<file path="src/gauge_i2c_pkg.sv">
package gauge_i2c_pkg;

  // bus addressing
  localparam logic [6:0] TARGET_ADDR    = 7'h55;
  localparam logic [7:0] ADDR_BYTE_WR   = 8'hAA;
  localparam logic [7:0] ADDR_BYTE_RD   = 8'hAB;

  // command space
  localparam logic [7:0] CMD_LAST       = 8'h6B;
  localparam logic [7:0] CTRL_LO        = 8'h00;
  localparam logic [7:0] TEMP_HI        = 8'h03;
  localparam logic [7:0] DATA_CLASS     = 8'h3E;
  localparam logic [7:0] BLOCK_CTRL     = 8'h61;
  localparam logic [7:0] PTR_RESET      = 8'h00;

  // bit positions within a byte transfer
  localparam logic [3:0] BIT_ACK        = 4'h8;
  localparam logic [3:0] BIT_DONE       = 4'h9;

  // timing
  localparam int unsigned CLK_HZ            = 20_000_000;
  localparam int unsigned BUS_TIMEOUT_MS    = 2000;
  localparam int unsigned WAKE_STRETCH_US   = 100;
  localparam int unsigned FLOW_STRETCH_MS   = 4;
  localparam int unsigned PACE_WINDOW_MS    = 1000;
  localparam int unsigned PACE_MAX_CMDS     = 2;
  localparam int unsigned RELEASE_SETTLE    = 4;
  localparam int unsigned BUS_TIMEOUT_CYCLES =
    (CLK_HZ / 1000) * BUS_TIMEOUT_MS;
  localparam int unsigned WAKE_STRETCH_CYCLES =
    (CLK_HZ / 1_000_000) * WAKE_STRETCH_US;
  localparam int unsigned FLOW_STRETCH_CYCLES =
    (CLK_HZ / 1000) * FLOW_STRETCH_MS;
  localparam int unsigned PACE_WINDOW_CYCLES =
    (CLK_HZ / 1000) * PACE_WINDOW_MS;

  typedef enum logic [2:0] {
    ST_IDLE,
    ST_ADDR,
    ST_CMD,
    ST_WRITE,
    ST_READ
  } target_state_t;

  // locations a controller may write; everything else is read-only
  function automatic logic loc_writable(input logic [7:0] loc);
    loc_writable = (loc <= TEMP_HI) ||
                   (loc >= DATA_CLASS && loc <= BLOCK_CTRL);
  endfunction

endpackage

</file>
<file path="src/gauge_i2c_target.sv">
// Behaviour
// - answer only target address 1010101, fixed
// - first byte 0xAA writes, 0xAB reads
// - five transfer types supported
// - quick read returns data at pointer
// - pointer advances on every acknowledged data byte
// - multi-byte write fills consecutive locations
// - write to read-only location gets NACK
// - command byte above 0x6B gets NACK
// - release both lines after 2 s low
// - line still held low: enter light sleep
// - at most two standard commands per second; later ones are still acked and only raise pace_violation
// - low-power modes stretch up to 100 us
// - normal modes stretch up to 4 ms
// - control location takes a two-byte subcommand
`timescale 1ns/10ps
`default_nettype none

module gauge_i2c_target #(
  parameter int unsigned BUS_TIMEOUT  = gauge_i2c_pkg::BUS_TIMEOUT_CYCLES,
  parameter int unsigned FLOW_STRETCH = gauge_i2c_pkg::FLOW_STRETCH_CYCLES,
  parameter int unsigned PACE_WINDOW  = gauge_i2c_pkg::PACE_WINDOW_CYCLES
) (
  // clock and reset
  input  wire logic       clk,
  input  wire logic       rst,
  // serial clock pin
  input  wire logic       scl_in,
  output logic            scl_out,
  output logic            scl_oe_n,
  // serial data pin
  input  wire logic       sda_in,
  output logic            sda_out,
  output logic            sda_oe_n,
  // command space access
  output logic      [7:0] cmd_ptr,
  input  wire logic [7:0] rd_data,
  output logic            wr_strobe,
  output logic      [7:0] wr_addr,
  output logic      [7:0] wr_data,
  // power and pacing
  input  wire logic       flow_hold,
  input  wire logic       deep_low_power_mode,
  output logic            light_low_power,
  output logic            pace_violation
);

  import gauge_i2c_pkg::*;

  logic [1:0]    lvl;
  logic [1:0]    rise;
  logic [1:0]    fall;
  logic          scl_hi;
  logic          bus_timeout;
  logic          start_det;
  logic          stop_det;
  logic          low_power;

  target_state_t state_reg;
  target_state_t state_next;
  logic [3:0]    bit_cnt_reg;
  logic [3:0]    bit_cnt_next;
  logic [7:0]    shift_reg;
  logic [7:0]    shift_next;
  logic [7:0]    ptr_reg;
  logic [7:0]    ptr_next;
  logic          acked_reg;
  logic          acked_next;
  logic          sda_drv_reg;
  logic          sda_drv_next;
  logic          scl_drv_reg;
  logic          scl_drv_next;
  logic          wake_reg;
  logic          wake_next;
  logic [31:0]   stretch_cnt_reg;
  logic [31:0]   stretch_cnt_next;
  logic          wr_strobe_reg;
  logic          wr_strobe_next;
  logic [7:0]    wr_addr_reg;
  logic [7:0]    wr_addr_next;
  logic [7:0]    wr_data_reg;
  logic [7:0]    wr_data_next;
  logic [31:0]   pace_cnt_reg;
  logic [31:0]   pace_cnt_next;
  logic [1:0]    cmd_cnt_reg;
  logic [1:0]    cmd_cnt_next;
  logic          pace_viol_reg;
  logic          pace_viol_next;
  logic          cmd_taken;

  line_sync #(
    .WIDTH    (2)
  ) u_sync (
    .clk      (clk),
    .rst      (rst),
    .async_in ({scl_in, sda_in}),
    .level    (lvl),
    .rise     (rise),
    .fall     (fall)
  );

  bus_low_watchdog #(
    .TIMEOUT_CYCLES (BUS_TIMEOUT),
    .SETTLE_CYCLES  (RELEASE_SETTLE)
  ) u_watchdog (
    .clk            (clk),
    .rst            (rst),
    .scl            (lvl[1]),
    .sda            (lvl[0]),
    .timeout        (bus_timeout),
    .sleep          (light_low_power)
  );

  assign scl_hi    = lvl[1];
  assign start_det = fall[0] & scl_hi;
  assign stop_det  = rise[0] & scl_hi;
  assign low_power = light_low_power | deep_low_power_mode;

  always_comb
  begin
    state_next       = state_reg;
    bit_cnt_next     = bit_cnt_reg;
    shift_next       = shift_reg;
    ptr_next         = ptr_reg;
    acked_next       = acked_reg;
    sda_drv_next     = sda_drv_reg;
    scl_drv_next     = scl_drv_reg;
    wake_next        = wake_reg;
    stretch_cnt_next = stretch_cnt_reg;
    wr_strobe_next   = 1'b0;
    wr_addr_next     = wr_addr_reg;
    wr_data_next     = wr_data_reg;
    cmd_taken        = 1'b0;

    if (bus_timeout)
    begin
      state_next   = ST_IDLE;
      sda_drv_next = 1'b0;
      scl_drv_next = 1'b0;
    end
    else if (scl_drv_reg)
    begin
      stretch_cnt_next = stretch_cnt_reg + 32'h0000_0001;
      if (wake_reg)
      begin
        if (stretch_cnt_reg == 32'(WAKE_STRETCH_CYCLES - 1))
          scl_drv_next = 1'b0;
      end
      else if (!flow_hold ||
               stretch_cnt_reg == 32'(FLOW_STRETCH - 1))
        scl_drv_next = 1'b0;
    end
    else if (start_det)
    begin
      state_next   = ST_ADDR;
      bit_cnt_next = 4'h0;
      sda_drv_next = 1'b0;
    end
    else if (stop_det)
    begin
      state_next   = ST_IDLE;
      sda_drv_next = 1'b0;
    end
    else if (state_reg != ST_IDLE && rise[1])
    begin
      bit_cnt_next = bit_cnt_reg + 4'h1;
      if (state_reg != ST_READ && bit_cnt_reg < BIT_ACK)
        shift_next = {shift_reg[6:0], lvl[0]};
      else if (state_reg == ST_READ && bit_cnt_reg == BIT_ACK)
      begin
        acked_next = ~lvl[0];
        if (!lvl[0])
          ptr_next = ptr_reg + 8'h01;
      end
    end
    else if (state_reg != ST_IDLE && fall[1])
    begin
      unique case (state_reg)
        ST_ADDR, ST_CMD, ST_WRITE:
        begin
          if (bit_cnt_reg == BIT_ACK)
          begin
            acked_next = 1'b0;
            unique case (state_reg)
              ST_ADDR:
                acked_next = (shift_reg == ADDR_BYTE_WR) ||
                             (shift_reg == ADDR_BYTE_RD);
              ST_CMD:
              begin
                if (shift_reg <= CMD_LAST)
                begin
                  acked_next = 1'b1;
                  cmd_taken  = 1'b1;
                  ptr_next   = shift_reg;
                end
              end
              default:
              begin
                if (loc_writable(ptr_reg))
                begin
                  acked_next     = 1'b1;
                  wr_strobe_next = 1'b1;
                  wr_addr_next   = ptr_reg;
                  wr_data_next   = shift_reg;
                  ptr_next       = ptr_reg + 8'h01;
                end
              end
            endcase
            sda_drv_next = acked_next;
          end
          else if (bit_cnt_reg == BIT_DONE)
          begin
            sda_drv_next = 1'b0;
            bit_cnt_next = 4'h0;
            if (!acked_reg)
              state_next = ST_IDLE;
            else if (state_reg == ST_ADDR && shift_reg[0])
            begin
              state_next   = ST_READ;
              shift_next   = rd_data;
              sda_drv_next = ~rd_data[7];
            end
            else if (state_reg == ST_ADDR)
              state_next = ST_CMD;
            else
              state_next = ST_WRITE;
            if (acked_reg)
            begin
              scl_drv_next     = (state_reg == ST_ADDR && low_power) ||
                                 flow_hold;
              wake_next        = state_reg == ST_ADDR && low_power;
              stretch_cnt_next = 32'h0000_0000;
            end
          end
        end
        ST_READ:
        begin
          if (bit_cnt_reg < BIT_ACK)
          begin
            shift_next   = {shift_reg[6:0], 1'b0};
            sda_drv_next = ~shift_reg[6];
          end
          else if (bit_cnt_reg == BIT_ACK)
            sda_drv_next = 1'b0;
          else if (acked_reg)
          begin
            bit_cnt_next     = 4'h0;
            shift_next       = rd_data;
            sda_drv_next     = ~rd_data[7];
            scl_drv_next     = flow_hold;
            wake_next        = 1'b0;
            stretch_cnt_next = 32'h0000_0000;
          end
          else
            state_next = ST_IDLE;
        end
        default:
          state_next = ST_IDLE;
      endcase
    end
  end

  always_ff @(posedge clk)
  begin
    if (rst)
    begin
      state_reg       <= ST_IDLE;
      bit_cnt_reg     <= 4'h0;
      shift_reg       <= 8'h00;
      ptr_reg         <= PTR_RESET;
      acked_reg       <= 1'b0;
      sda_drv_reg     <= 1'b0;
      scl_drv_reg     <= 1'b0;
      wake_reg        <= 1'b0;
      stretch_cnt_reg <= 32'h0000_0000;
      wr_strobe_reg   <= 1'b0;
      wr_addr_reg     <= 8'h00;
      wr_data_reg     <= 8'h00;
    end
    else
    begin
      state_reg       <= state_next;
      bit_cnt_reg     <= bit_cnt_next;
      shift_reg       <= shift_next;
      ptr_reg         <= ptr_next;
      acked_reg       <= acked_next;
      sda_drv_reg     <= sda_drv_next;
      scl_drv_reg     <= scl_drv_next;
      wake_reg        <= wake_next;
      stretch_cnt_reg <= stretch_cnt_next;
      wr_strobe_reg   <= wr_strobe_next;
      wr_addr_reg     <= wr_addr_next;
      wr_data_reg     <= wr_data_next;
    end
  end

  // command pacing: the gauge cannot refuse, so it only flags overruns
  always_comb
  begin
    pace_cnt_next  = pace_cnt_reg + 32'h0000_0001;
    cmd_cnt_next   = cmd_cnt_reg;
    pace_viol_next = 1'b0;
    if (pace_cnt_reg == 32'(PACE_WINDOW - 1))
    begin
      pace_cnt_next = 32'h0000_0000;
      cmd_cnt_next  = cmd_taken ? 2'h1 : 2'h0;
    end
    else if (cmd_taken)
    begin
      if (cmd_cnt_reg == 2'(PACE_MAX_CMDS))
        pace_viol_next = 1'b1;
      else
        cmd_cnt_next = cmd_cnt_reg + 2'h1;
    end
  end

  always_ff @(posedge clk)
  begin
    if (rst)
    begin
      pace_cnt_reg  <= 32'h0000_0000;
      cmd_cnt_reg   <= 2'h0;
      pace_viol_reg <= 1'b0;
    end
    else
    begin
      pace_cnt_reg  <= pace_cnt_next;
      cmd_cnt_reg   <= cmd_cnt_next;
      pace_viol_reg <= pace_viol_next;
    end
  end

  // pins are open drain: only ever pull low
  assign scl_out        = 1'b0;
  assign sda_out        = 1'b0;
  assign scl_oe_n       = ~scl_drv_reg;
  assign sda_oe_n       = ~sda_drv_reg;
  assign cmd_ptr        = ptr_reg;
  assign wr_strobe      = wr_strobe_reg;
  assign wr_addr        = wr_addr_reg;
  assign wr_data        = wr_data_reg;
  assign pace_violation = pace_viol_reg;

endmodule

`default_nettype wire

</file>
<file path="src/line_sync.sv">
`timescale 1ns/10ps
`default_nettype none

module line_sync #(
  parameter int unsigned WIDTH = 2
) (
  // clock and reset
  input  wire logic             clk,
  input  wire logic             rst,
  // asynchronous lines
  input  wire logic [WIDTH-1:0] async_in,
  // synchronised view
  output logic      [WIDTH-1:0] level,
  output logic      [WIDTH-1:0] rise,
  output logic      [WIDTH-1:0] fall
);

  logic [WIDTH-1:0] meta_reg;
  logic [WIDTH-1:0] meta_next;
  logic [WIDTH-1:0] sync_reg;
  logic [WIDTH-1:0] sync_next;
  logic [WIDTH-1:0] prev_reg;
  logic [WIDTH-1:0] prev_next;

  always_comb
  begin
    meta_next = async_in;
    sync_next = meta_reg;
    prev_next = sync_reg;
  end

  // idle bus is pulled high, so reset to ones to avoid a false edge
  always_ff @(posedge clk)
  begin
    if (rst)
    begin
      meta_reg <= '1;
      sync_reg <= '1;
      prev_reg <= '1;
    end
    else
    begin
      meta_reg <= meta_next;
      sync_reg <= sync_next;
      prev_reg <= prev_next;
    end
  end

  assign level = sync_reg;
  assign rise  = sync_reg & ~prev_reg;
  assign fall  = ~sync_reg & prev_reg;

endmodule

`default_nettype wire

</file>
<file path="src/bus_low_watchdog.sv">
`timescale 1ns/10ps
`default_nettype none

module bus_low_watchdog #(
  parameter int unsigned TIMEOUT_CYCLES = 40_000_000,
  parameter int unsigned SETTLE_CYCLES  = 4
) (
  // clock and reset
  input  wire logic clk,
  input  wire logic rst,
  // synchronised line levels
  input  wire logic scl,
  input  wire logic sda,
  // results
  output logic      timeout,
  output logic      sleep
);

  logic [31:0] low_cnt_reg;
  logic [31:0] low_cnt_next;
  logic        fired_reg;
  logic        fired_next;
  logic [31:0] settle_cnt_reg;
  logic [31:0] settle_cnt_next;
  logic        sleep_reg;
  logic        sleep_next;
  logic        any_low;

  always_comb
  begin
    any_low         = ~scl | ~sda;
    low_cnt_next    = low_cnt_reg;
    fired_next      = fired_reg;
    settle_cnt_next = settle_cnt_reg;
    sleep_next      = sleep_reg;
    timeout         = 1'b0;
    if (!any_low)
    begin
      low_cnt_next    = 32'h0000_0000;
      fired_next      = 1'b0;
      settle_cnt_next = 32'h0000_0000;
      sleep_next      = 1'b0;
    end
    else if (!fired_reg)
    begin
      if (low_cnt_reg == 32'(TIMEOUT_CYCLES - 1))
      begin
        timeout    = 1'b1;
        fired_next = 1'b1;
      end
      else
        low_cnt_next = low_cnt_reg + 32'h0000_0001;
    end
    // still low after our release: someone else holds it
    else if (settle_cnt_reg == 32'(SETTLE_CYCLES))
      sleep_next = 1'b1;
    else
      settle_cnt_next = settle_cnt_reg + 32'h0000_0001;
  end

  always_ff @(posedge clk)
  begin
    if (rst)
    begin
      low_cnt_reg    <= 32'h0000_0000;
      fired_reg      <= 1'b0;
      settle_cnt_reg <= 32'h0000_0000;
      sleep_reg      <= 1'b0;
    end
    else
    begin
      low_cnt_reg    <= low_cnt_next;
      fired_reg      <= fired_next;
      settle_cnt_reg <= settle_cnt_next;
      sleep_reg      <= sleep_next;
    end
  end

  assign sleep = sleep_reg;

endmodule

`default_nettype wire

</file>
<file path="config.mk">
export PLATFORM = sky130hd
export DESIGN_NAME = gauge_i2c_target
export DESIGN_NICKNAME = d
export VERILOG_FILES = /design/src/gauge_i2c_pkg.sv /design/src/gauge_i2c_target.sv /design/src/line_sync.sv /design/src/bus_low_watchdog.sv
export SDC_FILE = /design/constraint.sdc
export NUM_CORES = 1
export LEC_CHECK = 0
export BUFFER_PORTS_ARGS = -buffer_cell sky130_fd_sc_hd__buf_2
export CAP_MARGIN = 30
export CORE_AREA = 2 2 156 158
export CTS_CLUSTER_SIZE = 14
export DETAILED_ROUTE_END_ITERATION = 8
export DIE_AREA = 0 0 158 160
export PLACE_DENSITY_LB_ADDON = 0.08
export RECOVER_POWER = 50
export SLEW_MARGIN = 30
export SYNTH_ARGS = -nofsm -noshare
export SYNTH_HDL_FRONTEND = slang
export SYNTH_HIERARCHICAL = 1
export SYNTH_SLANG_ARGS = --single-unit
</file>
<file path="constraint.sdc">
create_clock -name clk -period 4.5 [get_ports clk]
set_clock_uncertainty 0.1 [all_clocks]
set_input_delay 0.9 -clock clk [delete_from_list [all_inputs] [get_ports clk]]
set_output_delay 0.9 -clock clk [all_outputs]
set_load 0.02 [all_outputs]
</file>
==> run_results.csv <==
group,metric,value,unit
run_status,status,"finished, violations left",
run_status,failed_checks,"capacitance limit, slew limit",
placement,port_buffers,42,
route,route.detailed.drc,0,
yosys,yosys_warnings,6,
route,firstDrtPassIters,5,
floorplanning,dieArea,25300,µm²
sta,post-route-min-period,3660,ps
sta,finalSetupViolCount,0,
power,cellPowerDensity,314,nW/µm²
sta,timing.fmax,273,MHz
power,netSwitchingPower,0.763,mW
grt,antenna_found_initial,0,
clock_tree,clock_tree.root_cell,"sky130_fd_sc_hd__clkbuf_16",
sta,headroom_to_the_max_slew_limit,-0.245,
clock_tree,post-cts-setup-buffer-count,0,
floorplanning,pin_count,45,
floorplanning,fp-row-count,57,
sta,min_period_over_period,0.814,
cells_and_area,most_used_cells_in_the_layout_excluding_fill_and_tap_cells,"sky130_fd_sc_hd__dfxtp_1 (183), sky130_fd_sc_hd__nor2_1 (141), sky130_fd_sc_hd__nand2_1 (75), sky130_fd_sc_hd__nand3_1 (70)",
sta,final_hold_viol_count,0,
clock_tree,clock_sinks,183,
clock_tree,clock_transition_at_the_registers_of_the_reported_paths,80,ps
setup_path,critPathMaxStageDelay,580,ps
worst_hold_path,hold_path_class,"reg -> reg",
grt,track_usage,0.177,
flow_run,max_cap_viol_count,3,
yosys,yosys.area.top_type,"sky130_fd_sc_hd__dfxtp_1",
route,drtIter0Drc,492,
floorplanning,initial_utilization,0.389,
clock_tree,cts_tree,"yes",
yosys,synth.top_cell.area_share,0.395,
placement,place_congestion,0.815,
yosys,synth-edff-count,0,
grt,grt_pass1_vias,7410,
clock_tree,cts_max_path_buffers,2,
clock_tree,clock_latency,430,ps
power,seq_power_share,0.501,
clock_tree,post_cts_hold_buffer_count,0,
route,dr_total_vias,8063,
setup_path,critical_path_required,4720,ps
sta,setup_tns,0,ps
clock_tree,cts.repair.resized,0,
power,sw_ratio,0.235,
power,total_leakage_power,3.49,nW
clock_tree,ctsHtreeMaxLevel,4,
cells_and_area,drive_above_1_share,0.0666,
yosys,avgSynthCellArea,8.27,µm²
power,power.total,3.25,mW
sta,worst_slew_pin_slew,1870,ps
power,peak_supply_drop,0.189,mV
power,p_comb_frac,0.021,
grt,global_route.overflow_total,0,
grt,first_pass_grt_wire_length,37.1,mm
sta,finalHoldWorstSlack,343,ps
cells_and_area,layout.cells.most_common,"sky130_fd_sc_hd__dfxtp_1",
yosys,synth-seq-cells,183,
clock_tree,clock_buffer_count_from_cts,17,
setup_path,crit_path_start_kind,"register",
placement,placed_cell_area,9780,µm²
setup_path,worst-endpoint-arrival,3880,ps
cells_and_area,final_design_area_no_fill,10300,µm²
setup_path,critPathSlowestCell,"sky130_fd_sc_hd__or4_1",
setup_path,worstPathMaxFanout,15,
route,detail_route.vias_per_cell,5.45,
route,wl_per_cell,14.9,µm
route,antenna_left,0,
floorplanning,die_h,160,µm
sta,rsz0062_at_grt,"false",
setup_path,cp-end-kind,"register",
yosys,synth.area.top_cells,"sky130_fd_sc_hd__dfxtp_1 (39%), sky130_fd_sc_hd__nor2_1 (5.7%), sky130_fd_sc_hd__xor2_1 (4.5%), sky130_fd_sc_hd__nand3_1 (3.8%), sky130_fd_sc_hd__mux2i_1 (3.1%)",
cells_and_area,nNetsFinal,1170,
power,clock_power_share,0.478,
setup_path,worstSetupPathType,"reg -> reg",
floorplanning,core_area,23800,µm²
yosys,post_synth_instance_area,9280,µm²
yosys,syn-instance-count,1122,
power,cell_internal_pwr,2.49,mW
yosys,ys.flop_type,"sky130_fd_sc_hd__dfxtp_1",
yosys,count_of_distinct_cell_types_in_the_synthesized_netlist,75,
setup_path,path_cells,"or4_1, or3_1, or4_1, a211oi_2, buf_4, nor2_1, nand3_1, a21o_1, a211o_1, nor2_1, a221oi_1",
placement,dp_hpwl,15.0,mm
grt,grt_start_max_net_pins,45,
cells_and_area,insertedDiodeCount,0,
yosys,synth_sequential_area_ratio,0.395,
yosys,postSynth.asyncResetShare,0,
route,drt_wl_total,22.0,mm
sta,finalMaxSlewViolations,117,
floorplanning,die_extent_in_x,158,µm
cells_and_area,syn_to_final_growth,11.6,%
## worst paths after layout
check	startpoint	to	slack (ps)	depth (start not counted)
min reg2reg	pace_cnt_reg[0]	pace_cnt_reg[0]	340	1
max reg2reg	u_watchdog/low_cnt_reg[10]	cmd_ptr[5]	840	11
max	u_watchdog/low_cnt_reg[10]	cmd_ptr[5]	840	11
min	pace_cnt_reg[0]	pace_cnt_reg[0]	340	1
## power by group through the flow
stage                     Sequential (mW)  Clock (mW)  Combinational, mW
after global routing                 1.63        1.67             0.0767
final                                1.63        1.55             0.0684
after floorplan                      1.66           0             0.0468
after global placement               1.67           0             0.0720
after CTS                            1.63        1.61             0.0709
after detailed placement             1.67           0             0.0707
## cells by family (layout without fill, tap and decap cells)
kind of cell    after synthesis  after routing  share of synthesized area
other cells                   1              2                   0.000404
xor+xnor                     75             75                     0.0708
fa+ha+maj                    13             13                     0.0175
flops                       183            183                      0.395
buf+inv                      80            113                     0.0347
simple gates                544            544                      0.306
mux                          30             30                     0.0325
compound gates              196            196                      0.143
## routing by layer
layer / up-vias / global-route usage / share of wire
li1: 4133 / - / -
met1: 3798 / 0.253 / 0.51
met2: 115 / 0.275 / 0.45
met3: 17 / 0.0307 / 0.031
met4: 0 / 0.0471 / 0.011
met5: - / 0 / 0
## worst max-delay path, delay by kind of cell (launching register included)
| kind | cells | cell delay, ps |
|---|---|---|
| AND/OR/NAND/NOR | 6 | 1900 |
| AO/OA/AOI/OAI | 4 | 1010 |
| flip-flops | 1 | 340 |
| buffers and inverters | 1 | 210 |
## through the flow
| stage | cells | worst slack, ps | util |
|---|---|---|---|
| after floorplan | 1123 | 973 | - |
| after global placement | 1448 | 896 | 0.410 |
| after detailed placement | 1448 | 874 | 0.411 |
| after CTS | 1480 | 846 | 0.436 |
| after global routing | 1480 | 499 | 0.434 |
| final | 1480 | 836 | 0.434 |
## final cells by class
| class | count | area [µm²] |
|---|---|---|
| well taps | 324 | 405 |
| clock buffers | 17 | 425 |
| fillers | 2488 | 13500 |
| clock inverters | 15 | 184 |
| inverters | 29 | 109 |
| flip-flops and latches | 183 | 3660 |
| multi-input cells | 860 | 5320 |
| repair buffers | 52 | 240 |
## synthesized netlist by cell type, types with 8 or more instances
library cell               instances
sky130_fd_sc_hd__nor3_1           43
sky130_fd_sc_hd__and4_1           13
sky130_fd_sc_hd__nand4_1          45
sky130_fd_sc_hd__o21a_1           11
sky130_fd_sc_hd__xor2_1           48
sky130_fd_sc_hd__nor4_1           22
sky130_fd_sc_hd__nor2b_1           8
sky130_fd_sc_hd__clkbuf_1         36
sky130_fd_sc_hd__ha_1             13
sky130_fd_sc_hd__nor2_1          141
sky130_fd_sc_hd__o21ai_0          48
sky130_fd_sc_hd__o211ai_1         13
sky130_fd_sc_hd__or4_1            18
sky130_fd_sc_hd__a21oi_1          46
sky130_fd_sc_hd__buf_2             8
sky130_fd_sc_hd__and3_1           25
sky130_fd_sc_hd__dfxtp_1         183
sky130_fd_sc_hd__nand3_1          70
sky130_fd_sc_hd__or3_1            35
sky130_fd_sc_hd__nor4b_1          11
sky130_fd_sc_hd__mux2i_1          29
sky130_fd_sc_hd__nand2_1          75
sky130_fd_sc_hd__xnor2_1          27
sky130_fd_sc_hd__inv_1            29
Note: power is estimated with default switching activity, not from simulation.
